File: config.mk
export PLATFORM = sky130hd
export DESIGN_NAME = irc_controller
export DESIGN_NICKNAME = d
export VERILOG_FILES = /design/src/irc_pkg.sv /design/src/irc_controller.sv /design/src/irc_edge_detect.sv
export SDC_FILE = /design/constraint.sdc
export NUM_CORES = 1
export LEC_CHECK = 0
export ABC_AREA = 0
export BUFFER_PORTS_ARGS = -buffer_cell sky130_fd_sc_hd__buf_2
export CORE_MARGIN = 8
export CORE_UTILIZATION = 55
export DETAILED_ROUTE_END_ITERATION = 8
export PLACE_DENSITY = 0.86
export REMOVE_ABC_BUFFERS = 1
export SYNTH_ARGS = -nofsm -noshare
export SYNTH_HDL_FRONTEND = slang
export SYNTH_SLANG_ARGS = --single-unit
File: constraint.sdc
create_clock -name clk_i -period 6.2 [get_ports clk_i]
set_input_delay 1.24 -clock clk_i [delete_from_list [all_inputs] [get_ports clk_i]]
set_output_delay 1.24 -clock clk_i [all_outputs]
set_load 0.05 [all_outputs]
File: src/irc_pkg.sv
package irc_pkg;

  localparam int ADR_W = 14;

  // Register indices; byte address is four times the index
  localparam logic [11:0] IDX_FC_START = 12'hFA0;
  localparam logic [11:0] IDX_STATUS   = 12'hFB0;
  localparam logic [11:0] IDX_PRIORITY = 12'hFB2;
  localparam logic [11:0] IDX_PIN0_MOD = 12'hFB4;
  localparam logic [11:0] IDX_PIN1_MOD = 12'hFB5;
  localparam logic [11:0] IDX_KEY_MOD  = 12'hFB6;
  localparam logic [11:0] IDX_BT_ER    = 12'hFB8;
  localparam logic [11:0] IDX_WATCH_ER = 12'hFBA;
  localparam logic [11:0] IDX_ANA_ER   = 12'hFBB;
  localparam logic [11:0] IDX_T0_ER    = 12'hFBC;
  localparam logic [11:0] IDX_GATE_ER  = 12'hFBD;
  localparam logic [11:0] IDX_PIN_ER   = 12'hFBE;
  localparam logic [11:0] IDX_KEY_ER   = 12'hFBF;
  localparam logic [11:0] IDX_ANA_MOD  = 12'hFD8;

  // Source positions in the flag vectors
  localparam int SRC_BT  = 0;
  localparam int SRC_P0  = 1;
  localparam int SRC_P1  = 2;
  localparam int SRC_G   = 3;
  localparam int SRC_T0  = 4;
  localparam int SRC_AN  = 5;
  localparam int SRC_W   = 6;
  localparam int SRC_K   = 7;
  localparam int NUM_SRC = 8;
  localparam int NUM_VEC = 6;

  // Field positions
  localparam int FC_START_BIT = 3;
  localparam int SAMPLE_BIT   = 3;
  localparam int IME_BIT      = 3;
  localparam int STATUS_LSB   = 2;

  // Status codes
  localparam logic [1:0] ST_ALL  = 2'h0;
  localparam logic [1:0] ST_HIGH = 2'h1;

  typedef struct packed {
    logic       ack;
    logic [7:0] rdat;
    logic [3:0] priority_and_master_enable;
    logic [3:0] pin_zero_edge_mode;
    logic       pin_one_edge_mode;
    logic [3:0] key_edge_enables;
    logic [5:0] analog_event_edge_mode;
    logic [7:0] en;
    logic [7:0] req;
    logic [1:0] status;
    logic       fc_start;
    logic       t0_match;
    logic       irq;
    logic [2:0] irq_id;
    logic [7:0] pend;
  } irc_state_s;

  typedef struct packed {
    logic sampled;
    logic primed;
  } irc_edge_s;

  localparam irc_state_s STATE_RST = '0;
  localparam irc_edge_s  EDGE_RST  = '0;

endpackage : irc_pkg

File: src/irc_controller.sv
// The Wishbone register port is this design's own decision.
`timescale 1ns/1ps
module irc_controller (
  input  wire logic        clk_i,
  input  wire logic        rst_i,
  input  wire logic        cyc_i,
  input  wire logic        stb_i,
  input  wire logic        we_i,
  input  wire logic [13:0] adr_i,
  input  wire logic [3:0]  sel_i,
  input  wire logic [31:0] dat_i,
  output logic      [31:0] dat_o,
  output logic             ack_o,
  input  wire logic        basic_timer_interrupt_i,
  input  wire logic        gate_interrupt_i,
  input  wire logic        watch_interrupt_i,
  input  wire logic [7:0]  timer_zero_count_i,
  input  wire logic [7:0]  timer_zero_reference_i,
  input  wire logic        pin_interrupt_zero_i,
  input  wire logic        pin_interrupt_one_i,
  input  wire logic [3:0]  key_input_i,
  input  wire logic        comparator_zero_output_i,
  input  wire logic        comparator_one_output_i,
  input  wire logic        voltage_detect_output_i,
  input  wire logic        cpu_clk_tick_i,
  input  wire logic        sys_div64_tick_i,
  input  wire logic        fc_resume_i,
  input  wire logic        svc_ack_i,
  input  wire logic [2:0]  svc_id_i,
  output logic             irq_o,
  output logic      [2:0]  irq_id_o,
  output logic      [7:0]  pending_o,
  output logic             fc_clear_o
);

  localparam int NCH = 9;

  irc_pkg::irc_state_s st;
  irc_pkg::irc_state_s next_st;

  logic [NCH-1:0] ch_sample;
  logic [NCH-1:0] ch_level;
  logic [NCH-1:0] ch_rise;
  logic [NCH-1:0] ch_fall;
  logic [NCH-1:0] ch_event;

  // Pin 0 mode code to {rise, fall}
  function automatic logic [1:0] pin_edges(input logic [1:0] mode);
    logic [1:0] re;
    re = 2'h0;
    case (mode)
      2'h0: re = 2'h2;
      2'h1: re = 2'h1;
      2'h2: re = 2'h3;
      default: re = 2'h0;
    endcase
    return re;
  endfunction : pin_edges

  // Analog field code to {rise, fall}
  function automatic logic [1:0] ana_edges(input logic [1:0] mode);
    logic [1:0] re;
    re = 2'h0;
    case (mode)
      2'h1: re = 2'h1;
      2'h2: re = 2'h2;
      2'h3: re = 2'h3;
      default: re = 2'h0;
    endcase
    return re;
  endfunction : ana_edges

  // Codes 1..6 name a vectored source; 0 and 7 name none
  function automatic logic [5:0] code_mask(input logic [2:0] code);
    logic [5:0] m;
    m = 6'h00;
    case (code)
      3'h1: m = 6'h01;
      3'h2: m = 6'h02;
      3'h3: m = 6'h04;
      3'h4: m = 6'h08;
      3'h5: m = 6'h10;
      3'h6: m = 6'h20;
      default: m = 6'h00;
    endcase
    return m;
  endfunction : code_mask

  // Status code limits which eligible sources may interrupt
  function automatic logic [5:0] serve_gate(input logic [5:0] elig,
                                            input logic [1:0] status,
                                            input logic [2:0] sel);
    logic [5:0] g;
    g = 6'h00;
    case (status)
      irc_pkg::ST_ALL:
        g = elig;
      irc_pkg::ST_HIGH:
        g = elig & code_mask(sel);
      default:
        g = 6'h00;
    endcase
    return g;
  endfunction : serve_gate

  // Enable above request, for one source
  function automatic logic [7:0] get_pair(input logic [7:0] en,
                                          input logic [7:0] req,
                                          input int         src);
    logic [7:0] d;
    d = {6'h00, en[src], req[src]};
    return d;
  endfunction : get_pair

  // Written enable and request of one source into {en, req}
  function automatic logic [15:0] put_pair(input logic [15:0] er,
                                           input int          src,
                                           input logic [1:0]  pair);
    logic [15:0] r;
    r = er;
    r[irc_pkg::NUM_SRC + src] = pair[1];
    r[src] = pair[0];
    return r;
  endfunction : put_pair

  // Code 1..6 of the source served first; 0 when none
  function automatic logic [2:0] pick(input logic [5:0] elig,
                                      input logic [2:0] sel);
    logic [2:0] code;
    code = 3'h0;
    for (int i = irc_pkg::NUM_VEC - 1; i >= 0; i--)
    begin
      if (elig[i])
        code = 3'(i + 1);
    end
    if ((elig & code_mask(sel)) != 6'h00)
      code = sel;
    return code;
  endfunction : pick

  function automatic logic [7:0] read_reg(input logic [11:0] idx,
                                          input irc_pkg::irc_state_s s);
    logic [7:0] d;
    d = 8'h00;
    case (idx)
      irc_pkg::IDX_FC_START:
        d = {4'h0, s.fc_start, 3'h0};
      irc_pkg::IDX_STATUS:
        d = {4'h0, s.status, 2'h0};
      irc_pkg::IDX_PRIORITY:
        d = {4'h0, s.priority_and_master_enable};
      irc_pkg::IDX_PIN0_MOD:
        d = {4'h0, s.pin_zero_edge_mode};
      irc_pkg::IDX_PIN1_MOD:
        d = {7'h00, s.pin_one_edge_mode};
      irc_pkg::IDX_KEY_MOD:
        d = {4'h0, s.key_edge_enables};
      irc_pkg::IDX_BT_ER:
        d = get_pair(s.en, s.req, irc_pkg::SRC_BT);
      irc_pkg::IDX_WATCH_ER:
        d = get_pair(s.en, s.req, irc_pkg::SRC_W);
      irc_pkg::IDX_ANA_ER:
        d = get_pair(s.en, s.req, irc_pkg::SRC_AN);
      irc_pkg::IDX_T0_ER:
        d = get_pair(s.en, s.req, irc_pkg::SRC_T0);
      irc_pkg::IDX_GATE_ER:
        d = get_pair(s.en, s.req, irc_pkg::SRC_G);
      irc_pkg::IDX_PIN_ER:
        d = {4'h0, s.en[irc_pkg::SRC_P1], s.req[irc_pkg::SRC_P1],
             s.en[irc_pkg::SRC_P0], s.req[irc_pkg::SRC_P0]};
      irc_pkg::IDX_KEY_ER:
        d = get_pair(s.en, s.req, irc_pkg::SRC_K);
      irc_pkg::IDX_ANA_MOD:
        d = {2'h0, s.analog_event_edge_mode};
      default:
        d = 8'h00;
    endcase
    return d;
  endfunction : read_reg

  // Edge channel setup: 0 pin0, 1 pin1, 2-5 keys, 6 vld, 7 c0, 8 c1
  always_comb
  begin
    ch_sample = {NCH{1'b1}};
    ch_sample[0] = st.pin_zero_edge_mode[irc_pkg::SAMPLE_BIT] ?
                   sys_div64_tick_i : cpu_clk_tick_i;
    ch_level = {comparator_one_output_i, comparator_zero_output_i,
                voltage_detect_output_i, key_input_i,
                pin_interrupt_one_i, pin_interrupt_zero_i};
    {ch_rise[0], ch_fall[0]} =
      pin_edges(st.pin_zero_edge_mode[1:0]);
    ch_rise[1] = ~st.pin_one_edge_mode;
    ch_fall[1] = st.pin_one_edge_mode;
    ch_rise[5:2] = 4'h0;
    ch_fall[5:2] = st.key_edge_enables;
    {ch_rise[6], ch_fall[6]} =
      ana_edges(st.analog_event_edge_mode[1:0]);
    {ch_rise[7], ch_fall[7]} =
      ana_edges(st.analog_event_edge_mode[3:2]);
    {ch_rise[8], ch_fall[8]} =
      ana_edges(st.analog_event_edge_mode[5:4]);
  end

  for (genvar g = 0; g < NCH; g++)
  begin : g_edge
    irc_edge_detect u_edge (
      .clk_i     (clk_i),
      .rst_i     (rst_i),
      .sample_i  (ch_sample[g]),
      .level_i   (ch_level[g]),
      .rise_en_i (ch_rise[g]),
      .fall_en_i (ch_fall[g]),
      .event_o   (ch_event[g])
    );
  end

  always_comb
  begin
    logic        req_go;
    logic        wr;
    logic [11:0] idx;
    logic [7:0]  wd;
    logic        match;
    logic [7:0]  set_v;
    logic [7:0]  clr_v;
    logic [5:0]  elig;
    logic [5:0]  gated;
    req_go = 1'b0;
    wr = 1'b0;
    idx = 12'h000;
    wd = 8'h00;
    match = 1'b0;
    set_v = 8'h00;
    clr_v = 8'h00;
    elig = 6'h00;
    gated = 6'h00;
    next_st = st;

    // Answer one cycle after the request; write lands on the ack edge
    req_go = cyc_i & stb_i & ~st.ack;
    wr = cyc_i & stb_i & we_i & st.ack & sel_i[0];
    idx = adr_i[13:2];
    wd = dat_i[7:0];
    next_st.ack = req_go;
    next_st.rdat = req_go ? read_reg(idx, st) : 8'h00;

    if (wr)
    begin
      case (idx)
        irc_pkg::IDX_FC_START:
        begin
          if (wd[irc_pkg::FC_START_BIT])
          begin
            next_st.fc_start = 1'b1;
            clr_v[irc_pkg::SRC_G] = 1'b1;
          end
        end
        irc_pkg::IDX_STATUS:
          next_st.status = wd[irc_pkg::STATUS_LSB +: 2];
        irc_pkg::IDX_PRIORITY:
          next_st.priority_and_master_enable = wd[3:0];
        irc_pkg::IDX_PIN0_MOD:
          next_st.pin_zero_edge_mode = {wd[3], 1'b0, wd[1:0]};
        irc_pkg::IDX_PIN1_MOD:
          next_st.pin_one_edge_mode = wd[0];
        irc_pkg::IDX_KEY_MOD:
          next_st.key_edge_enables = wd[3:0];
        irc_pkg::IDX_ANA_MOD:
          next_st.analog_event_edge_mode = wd[5:0];
        irc_pkg::IDX_BT_ER:
          {next_st.en, next_st.req} =
            put_pair({next_st.en, next_st.req}, irc_pkg::SRC_BT, wd[1:0]);
        irc_pkg::IDX_WATCH_ER:
          {next_st.en, next_st.req} =
            put_pair({next_st.en, next_st.req}, irc_pkg::SRC_W, wd[1:0]);
        irc_pkg::IDX_ANA_ER:
          {next_st.en, next_st.req} =
            put_pair({next_st.en, next_st.req}, irc_pkg::SRC_AN, wd[1:0]);
        irc_pkg::IDX_T0_ER:
          {next_st.en, next_st.req} =
            put_pair({next_st.en, next_st.req}, irc_pkg::SRC_T0, wd[1:0]);
        irc_pkg::IDX_GATE_ER:
          {next_st.en, next_st.req} =
            put_pair({next_st.en, next_st.req}, irc_pkg::SRC_G, wd[1:0]);
        irc_pkg::IDX_PIN_ER:
        begin
          {next_st.en, next_st.req} =
            put_pair({next_st.en, next_st.req}, irc_pkg::SRC_P1, wd[3:2]);
          {next_st.en, next_st.req} =
            put_pair({next_st.en, next_st.req}, irc_pkg::SRC_P0, wd[1:0]);
        end
        irc_pkg::IDX_KEY_ER:
          {next_st.en, next_st.req} =
            put_pair({next_st.en, next_st.req}, irc_pkg::SRC_K, wd[1:0]);
        default:
          next_st.priority_and_master_enable = st.priority_and_master_enable;
      endcase
    end

    // Start bit drops once the counter reports it is running again
    if (fc_resume_i && !(wr && idx == irc_pkg::IDX_FC_START))
      next_st.fc_start = 1'b0;

    // Timer-0 match raises the flag once per match
    match = timer_zero_count_i == timer_zero_reference_i;
    next_st.t0_match = match;

    set_v[irc_pkg::SRC_BT] = basic_timer_interrupt_i;
    set_v[irc_pkg::SRC_P0] = ch_event[0];
    set_v[irc_pkg::SRC_P1] = ch_event[1];
    set_v[irc_pkg::SRC_G]  = gate_interrupt_i;
    set_v[irc_pkg::SRC_T0] = match & ~st.t0_match;
    set_v[irc_pkg::SRC_AN] = |ch_event[8:6];
    set_v[irc_pkg::SRC_W]  = watch_interrupt_i;
    set_v[irc_pkg::SRC_K]  = |ch_event[5:2];

    // Service clears only vectored sources; quasi flags stay
    if (svc_ack_i)
      clr_v[irc_pkg::NUM_VEC-1:0] =
        clr_v[irc_pkg::NUM_VEC-1:0] | code_mask(svc_id_i);

    // New events win over any clear in the same cycle
    next_st.req = (next_st.req & ~clr_v) | set_v;

    // Pending needs flag, enable and master enable
    next_st.pend = next_st.req & next_st.en &
                   {irc_pkg::NUM_SRC{next_st.priority_and_master_enable[irc_pkg::IME_BIT]}};
    elig = next_st.pend[irc_pkg::NUM_VEC-1:0];

    gated = serve_gate(elig, next_st.status,
                       next_st.priority_and_master_enable[2:0]);

    next_st.irq = |gated;
    next_st.irq_id = pick(gated, next_st.priority_and_master_enable[2:0]);
  end

  always_ff @(posedge clk_i)
  begin
    if (rst_i)
      st <= irc_pkg::STATE_RST;
    else
      st <= next_st;
  end

  assign dat_o      = {24'h000000, st.rdat};
  assign ack_o      = st.ack;
  assign irq_o      = st.irq;
  assign irq_id_o   = st.irq_id;
  assign pending_o  = st.pend;
  assign fc_clear_o = st.fc_start;

endmodule : irc_controller

File: src/irc_edge_detect.sv
`timescale 1ns/1ps
module irc_edge_detect (
  input  wire logic clk_i,
  input  wire logic rst_i,
  input  wire logic sample_i,
  input  wire logic level_i,
  input  wire logic rise_en_i,
  input  wire logic fall_en_i,
  output logic      event_o
);

  irc_pkg::irc_edge_s st;
  irc_pkg::irc_edge_s next_st;

  // First sample after reset only primes, so no false edge
  always_comb
  begin
    next_st = st;
    event_o = 1'b0;
    if (sample_i)
    begin
      next_st.sampled = level_i;
      next_st.primed  = 1'b1;
      event_o = st.primed &
                ((rise_en_i & level_i & ~st.sampled) |
                 (fall_en_i & ~level_i & st.sampled));
    end
  end

  always_ff @(posedge clk_i)
  begin
    if (rst_i)
      st <= irc_pkg::EDGE_RST;
    else
      st <= next_st;
  end

endmodule : irc_edge_detect

==> qor.yml, run 1 <==
antennaDiodeCount: 0
critPathLaunchType: "input pin"
end_kind: "register"
grt_pass1_wl_um: 17300
p_clk_frac: 0.453
yosys_warnings: 0
drive_above_1_share: 0.207
drv_slew: 0
p_leak_nw: 1.87
clk_path_buf_depth: 2
ant_nets: 0
min_path_type: "register to register"
path_clk_slew_ps: 70
core_um2: 7210
avgRoutedWirePerCell_um: 17.0
max_cap_violations: 0
min_from: "g_edge[0].u_edge.st[0]$_SDFFE_PP0P_"
dpl_cell_area_um2: 4260
ys_seq_area_frac: 0.336
globalplace.congestion: 0.912
routed_wirelength_um: 11000
rsz0062_at_grt: "no"
synth_commonest_cells: "68 x dfxtp_1, 59 x nor2_1, 43 x buf_4, 40 x nand2_1, 33 x mux2i_1"
cts_hold_buf: 0
timing.fmax_ghz: 0.254
grt_max_degree: 51
synth_most_common_cell: "dfxtp_1"
avgSynthCellArea_um2: 8.28
seq_power_share: 0.439
syn2layout_area_growth_pct: 11.1
final_nets: 633
post_cts_buffers: 0
synth_top_cell_area_share: 0.336
row_count: 31
grt.total_usage: 0.212
finalSetupTns_ps: 0
p_total_mw: 1.02
p_switching_mw: 0.254
tritoncts: "done"
vdd.ir_drop.worst_v: 0.000140
powerDensity_nw_per_um2: 226
finalWorstSetupSlack_ps: 2260
critPathArrivalTime_ps: 4190
portBuffers: 78
first_global_vias: 3645
drt-vias-per-instance: 5.86
intPower_mw: 0.763
cts_sinks: 68
die_x_um: 102
layout_min_cycle_time_ps: 3940
setup_violations: 0
synth_edf_count: 0
start_util: 0.562
fin_skew_ps: 9.58
postLayoutCoreUtil: 0.625
drt_iter0_drc: 307
synth_flop_cell: "dfxtp_1"
reg2reg_from: "ack_o$_SDFF_PP0_"
ys_async_sr_fraction: 0
path_max_fanout: 9
pwr-share-comb: 0.108
io_pins: 136
drcViolationCount: 0
p_sw_frac: 0.250
startpoint: "adr_i[12]"
synth_cell_types: 68
tightest_slew_ps: 1050
yosys.area.top_type: "dfxtp_1"
synth_area_leaders: "dfxtp_1 34%, mux2i_1 8.1%, buf_4 8.0%, nor2_1 5.5%, nand2_1 3.7%"
dpl.hpwl_um: 8360
overflow: 0
grt_antenna_before_repair: 0
cts-root-buf: "clkbuf_8"
h-tree-depth: 3
fin_crit_sh: 0.635
final_area_um2: 4510
outcome: "finished, final reports clean"
syn-cell-area_um2: 4060
cts_resized: 0
synthCells: 490
critPathKind: "input pin to register"
hold_viol: 0
cts_buffers: 9
clock_latency_ps: 360
first_pass_iters: 6
pre_cts_slack_ps: 1960
via_count: 3782
critPathRequiredTime_ps: 6450
die_area_um2: 10400
die_h_um: 102
relSlewSlack: 0.292
ys_seq_elements: 68
-- cell families (layout without fill, tap and decap cells) --
logic type,Yosys count,after routing,synth area share
fa+ha+maj,2,2,0.00617
xor+xnor,8,8,0.0173
simple gates,199,199,0.261
other cells,1,26,0.000924
compound gates,93,93,0.163
mux,40,40,0.101
buf+inv,79,110,0.115
flops,68,68,0.336
-- flip-flops by register name (all words and copies together) (netlist names) --
signal / count
ack_o: 1
dat_o: 6
g_edge.u_edge.st: 11
st: 32
irq_id_o: 3
ch_fall: 5
pending_o: 8
fc_clear_o: 1
irq_o: 1
-- placed cells by master (no fill, tap or decap), types with 3 or more instances in the layout --
cell type,n
buf_2,78
dfxtp_1,68
nor2_1,59
nand2_1,40
mux2i_1,33
conb_1,26
inv_1,16
a21oi_1,16
o21ai_0,15
nor3_1,13
nand3b_1,12
nor2b_1,11
clkbuf_8,11
a31oi_1,10
o31ai_1,8
nand3_1,8
xnor2_1,8
nand2b_1,7
mux2_2,7
nand4_1,6
a211oi_1,6
or4_1,4
and3_1,4
nor4_1,4
and2_1,4
nand4b_1,4
and4_1,3
or2_2,3
a21boi_0,3
a31o_2,3
and3b_1,3
nor3b_1,3
o32ai_1,3
bufinv_16,3
-- path summary, 6_finish.rpt --
path / endpoint / slack [ps] / cells after the start
setup / recovery: irq_id_o[0]$_SDFF_PP0_ / 2260 / 9
hold / removal: g_edge[0].u_edge.st[0]$_SDFFE_PP0P_ / 510 / 2
setup reg to reg: irq_id_o[0]$_SDFF_PP0_ / 3100 / 7
hold reg to reg: g_edge[0].u_edge.st[0]$_SDFFE_PP0P_ / 510 / 2
-- worst max-delay path, cell delays in order --
cell      delay [ps]
buf_2             90
and4_1           280
nand4_2          230
nor4_2           830
and3b_1          390
nor3_1           130
o32ai_1          550
o21ai_0          180
a311oi_1         260
-- through the flow --
step | cells | hold slack, ps
after floorplan | 452 | 454
after global placement | 629 | 474
after detailed placement | 629 | 492
after CTS | 645 | 507
after global routing | 645 | 529
final | 645 | 505
-- per-layer routing --
metal | global-route usage | routed length, um | share of wire
met1 | 0.264 | 4580 | 0.42
met2 | 0.353 | 5150 | 0.47
met3 | 0.0402 | 1080 | 0.099
met4 | 0.0813 | 178 | 0.016
met5 | 0 | 0 | 0
-- power by group through the flow --
stage,sequential [mW],clock (mW),combinational [mW]
after global routing,0.447,0.480,0.119
after CTS,0.447,0.464,0.109
after global placement,0.456,0,0.106
after detailed placement,0.457,0,0.108
final,0.447,0.460,0.110
after floorplan,0.456,0,0.0642
-- layout make-up --
class / count / area (um^2)
sequential: 68 / 1360
multi-input combinational: 368 / 2320
fill: 681 / 2710
clock inverter: 4 / 95.1
inverter: 16 / 60.1
timing repair buffer: 78 / 390
clock buffer: 12 / 155
tap: 99 / 124
No activity file was read; power rests on OpenSTA's default activity.
==> run 2, diff against run 1 <==
--- a/config.mk
+++ b/config.mk
@@ -8,9 +8,9 @@
 export ABC_AREA = 0
 export BUFFER_PORTS_ARGS = -buffer_cell sky130_fd_sc_hd__buf_2
 export CORE_MARGIN = 8
-export CORE_UTILIZATION = 55
+export CORE_UTILIZATION = 46
 export DETAILED_ROUTE_END_ITERATION = 8
-export PLACE_DENSITY = 0.86
+export PLACE_DENSITY = 0.77
 export REMOVE_ABC_BUFFERS = 1
 export SYNTH_ARGS = -nofsm -noshare
 export SYNTH_HDL_FRONTEND = slang
==> constraint.sdc (replaced) <==
create_clock -name clk_i -period 3.2 [get_ports clk_i]
set_input_delay 0.64 -clock clk_i [delete_from_list [all_inputs] [get_ports clk_i]]
set_output_delay 0.64 -clock clk_i [all_outputs]
set_load 0.05 [all_outputs]
==> qor.yml, run 2 (synthesis gave the netlist of run 1 again) <==
drt-vias-per-instance: 5.58
drv_slew: 0
grt_pass1_wl_um: 18000
grt_max_degree: 51
io_pins: 136
tritoncts: "done"
path_clk_slew_ps: 70
setup_violations: 0
grt.total_usage: 0.191
clock_latency_ps: 360
via_count: 3825
fin_skew_ps: 12.7
relSlewSlack: 0.345
timing.fmax_ghz: 0.334
worstRegToRegCells: 10
h-tree-depth: 3
path_max_fanout: 5
overflow: 0
min_path_type: "input pin to register"
regMostFlops: "st"
clk_path_buf_depth: 2
final_common_cell: "buf_2"
cts-root-buf: "clkbuf_8"
finalWorstSetupSlack_ps: 203
final_nets: 665
layout_min_cycle_time_ps: 3000
antennaDiodeCount: 0
max_cap_violations: 0
portBuffers: 78
core_um2: 8640
min_from: "key_input_i[2]"
critPathKind: "input pin to register"
grt_antenna_before_repair: 0
outcome: "finished, final reports clean"
row_count: 34
start_util: 0.470
first_pass_iters: 5
syn2layout_area_growth_pct: 17.2
die_h_um: 110
fin_cells: 685
powerDensity_nw_per_um2: 409
die_x_um: 110
first_global_vias: 3716
die_area_um2: 12100
cts_sinks: 68
drive_above_1_share: 0.253
ant_nets: 0
fin_crit_sh: 0.937
pre_cts_slack_ps: -125
end_kind: "register"
hold_depth: 2
critPathLaunchType: "input pin"
startpoint: "adr_i[2]"
p_leak_nw: 2.00
post_cts_buffers: 0
globalplace.congestion: 0.955
routed_wirelength_um: 11500
vdd.ir_drop.worst_v: 0.000198
dp.cells: 670
final_cell_mix: "78 x buf_2, 68 x dfxtp_1, 59 x nor2_1"
drcViolationCount: 0
critPathArrivalTime_ps: 3250
reg2reg_from: "st[43]$_SDFFE_PP0P_"
drt_iter0_drc: 194
critPathRequiredTime_ps: 3450
tightest_slew_ps: 982
avgRoutedWirePerCell_um: 16.8
largest_reg_flops: 32
rsz0062_at_grt: "no"
dpl.hpwl_um: 9030
hold_viol: 0
cts_buffers: 9
## run 2: timing repair
item | CTS | global route
endpoints found under the setup margin | 0 | 1
hold buffers | 0 | 0
gates resized for setup | 0 | 1
## run 2: worst paths after layout
path	to	slack, ps
hold / removal	g_edge[4].u_edge.st[1]$_SDFF_PP0_	500
setup reg to reg	irq_id_o[0]$_SDFF_PP0_	580
setup / recovery	irq_id_o[2]$_SDFF_PP0_	200
hold reg to reg	g_edge[0].u_edge.st[0]$_SDFFE_PP0P_	510
## run 2: critical path, stage by stage
cell,delay (ps)
buf_2,140
nand2b_1,170
or4_1,550
or2_1,320
or4b_4,540
a211oi_2,310
a21oi_1,110
a31o_1,250
o41ai_2,220
## run 2: final cells by class
cell class,instances,area (um^2)
inverters,16,60.1
fillers,824,3880
flip-flops and latches,68,1360
clock buffers,9,124
repair buffers,110,631
clock inverters,6,114
multi-input cells,368,2330
well taps,108,135
## run 2: per-stage QoR
step / hold slack (ps) / util / power, mW / TNS [ps] / area (um^2)
floorplan: 454 / - / 1.01 / 0 / 3740
global placement: 474 / 0.522 / 1.10 / -130 / 4510
detailed placement: 493 / 0.522 / 1.11 / -283 / 4510
CTS: 490 / 0.550 / 1.96 / 0 / 4750
global route: 500 / 0.550 / 2.01 / 0 / 4750
finish: 505 / 0.550 / 1.94 / 0 / 4750
## run 2: metal layers
layer / vias up / wire length (um) / track usage
li1: 1865 / - / -
met2: 159 / 5240 / 0.315
met3: 24 / 912 / 0.0358
met5: - / 0 / 0
met4: 0 / 279 / 0.0916
met1: 1777 / 5050 / 0.233
## run 2: power by group
part           leakage [nW]  internal, mW  switching, mW
clock                 0.112         0.514          0.340
sequential            0.552         0.858        0.00685
combinational          1.34        0.0694          0.156
==> run 3, diff against run 2 <==
--- a/config.mk
+++ b/config.mk
@@ -8,9 +8,9 @@
 export ABC_AREA = 0
 export BUFFER_PORTS_ARGS = -buffer_cell sky130_fd_sc_hd__buf_2
 export CORE_MARGIN = 8
-export CORE_UTILIZATION = 46
+export CORE_UTILIZATION = 51
 export DETAILED_ROUTE_END_ITERATION = 8
-export PLACE_DENSITY = 0.77
+export PLACE_DENSITY = 0.81
 export REMOVE_ABC_BUFFERS = 1
 export SYNTH_ARGS = -nofsm -noshare
 export SYNTH_HDL_FRONTEND = slang
==> constraint.sdc (replaced) <==
create_clock -name clk_i -period 2.8 [get_ports clk_i]
set_input_delay 0.56 -clock clk_i [delete_from_list [all_inputs] [get_ports clk_i]]
set_output_delay 0.56 -clock clk_i [all_outputs]
set_load 0.05 [all_outputs]
==> qor.yml, run 3 (synthesis gave the netlist of run 1 again) <==
grt_antenna_before_repair: 0
p_clk_frac: 0.395
fin_skew_ps: 15.1
largest_reg_flops: 32
overflow: 0
max_cap_violations: 0
setup_violations: 0
final_nets: 701
reg2reg_to: "irq_id_o[2]$_SDFF_PP0_"
max_stage_delay_ps: 560
routed_wirelength_um: 12000
grt.total_usage: 0.213
cts_sinks: 68
rsz0062_at_grt: "yes"
reg2reg_setup_slack_ps: 170
final_cell_mix: "77 x buf_2, 69 x buf_4, 68 x dfxtp_1"
worstRegToRegCells: 6
min_path_type: "input pin to register"
first_global_vias: 4025
critPathRequiredTime_ps: 3060
timing.fmax_ghz: 0.359
hold_depth: 2
min_from: "key_input_i[1]"
clock_latency_ps: 360
avgRoutedWirePerCell_um: 16.7
grt_max_degree: 30
via_count: 4032
relSlewSlack: 0.593
start_util: 0.525
vdd.ir_drop.worst_v: 0.000274
die_x_um: 105
drv_slew: 0
globalplace.congestion: 0.937
seq_power_share: 0.470
critPathKind: "input pin to register"
cts-root-buf: "clkbuf_8"
die_area_um2: 11100
h-tree-depth: 3
worstPathCellList: "buf_4, nand2b_4, or4_4, or2_4, or4b_4, a211oi_4, a21oi_1, a31o_1, o41ai_2"
drive_above_1_share: 0.318
drt_iter0_drc: 241
hold_viol: 0
layout_min_cycle_time_ps: 2780
syn2layout_area_growth_pct: 24.8
n_fill_cell: 663
critPathLaunchType: "input pin"
cts_buffers: 9
reg2reg_from: "ack_o$_SDFF_PP0_"
outcome: "finished, final reports clean"
p_sw_frac: 0.281
core_um2: 7730
ant_nets: 0
clk_path_buf_depth: 2
fin_crit_sh: 0.994
tightest_slew_ps: 611
die_h_um: 105
pre_cts_slack_ps: -399
powerDensity_nw_per_um2: 416
portBuffers: 78
regMostFlops: "st"
p_switching_mw: 0.592
path_max_fanout: 4
finalWorstSetupSlack_ps: 16.3
grt_pass1_wl_um: 19200
antennaDiodeCount: 0
p_total_mw: 2.11
intPower_mw: 1.52
drcViolationCount: 0
cp_slowest_cell: "or4b_4"
end_kind: "register"
final_common_cell: "buf_2"
p_leak_nw: 2.18
cts_hold_buf: 0
pwr-share-comb: 0.135
critPathArrivalTime_ps: 3050
dpl.hpwl_um: 9290
io_pins: 136
whs_ps: 424
row_count: 32
path_clk_slew_ps: 80
first_pass_iters: 5
drt-vias-per-instance: 5.63
tritoncts: "done"
hold_path_end: "g_edge[3].u_edge.st[1]$_SDFF_PP0_"
-- run 3: worst max path at each step --
stage | endpoint | slack, ps | from
6_report | irq_id_o[2]$_SDFF_PP0_ | 20 | adr_i[2]
5_1_grt | irq_id_o[1]$_SDFF_PP0_ | -60 | adr_i[2]
4_1_cts | irq_id_o[2]$_SDFF_PP0_ | 6 | adr_i[2]
2_1_floorplan | irq_id_o[2]$_SDFF_PP0_ | -180 | adr_i[8]
3_3_place_gp | irq_id_o[2]$_SDFF_PP0_ | -340 | adr_i[2]
3_5_place_dp | irq_id_o[0]$_SDFF_PP0_ | -400 | adr_i[2]
-- run 3: metrics by stage --
step	instance area [um^2]	std cells	TNS (ps)	utilization
2_1_floorplan	3740	452	-563	-
3_3_place_gp	4760	698	-1280	0.616
3_5_place_dp	4760	698	-1400	0.616
4_1_cts	4960	714	0	0.642
5_1_grt	5060	716	-125	0.655
6_report	5060	716	0	0.655
-- run 3: metal layers --
metal	part of all wire	global-route usage	up-vias
met5	0	0	-
met1	0.44	0.267	1837
met2	0.45	0.332	231
li1	-	-	1935
met4	0.028	0.111	0
met3	0.091	0.0485	29
-- run 3: timing repair --
action	4_1_cts	5_1_grt
setup endpoints to repair	1	4
pin swaps	1	6
buffers inserted	0	2
resized for setup	2	17
hold endpoints to repair	0	0
-- run 3: worst max-delay path: cells and delay by family --
kind / cells / cell delay [ps]
AND/OR/NAND/NOR: 4 / 1480
buffers and inverters: 1 / 130
AO/OA/AOI/OAI: 4 / 870
-- run 3: power by group through the flow --
stage | logic (mW) | clock network (mW) | registers [mW]
after floorplan | 0.142 | 0 | 1.01
final | 0.285 | 0.833 | 0.990
after CTS | 0.276 | 0.839 | 0.989
after global placement | 0.269 | 0 | 1.01
after global routing | 0.305 | 0.884 | 0.991
after detailed placement | 0.275 | 0 | 1.01
-- run 3: layout make-up --
cell class | instances | area, um^2 | area share
Inverter | 16 | 60.1 | 0.0119
Clock buffer | 11 | 141 | 0.0279
Sequential cell | 68 | 1360 | 0.269
Timing Repair Buffer | 146 | 903 | 0.178
Tap cell | 102 | 128 | 0.0252
Multi-Input combinational cell | 368 | 2410 | 0.476
Clock inverter | 5 | 61.3 | 0.0121
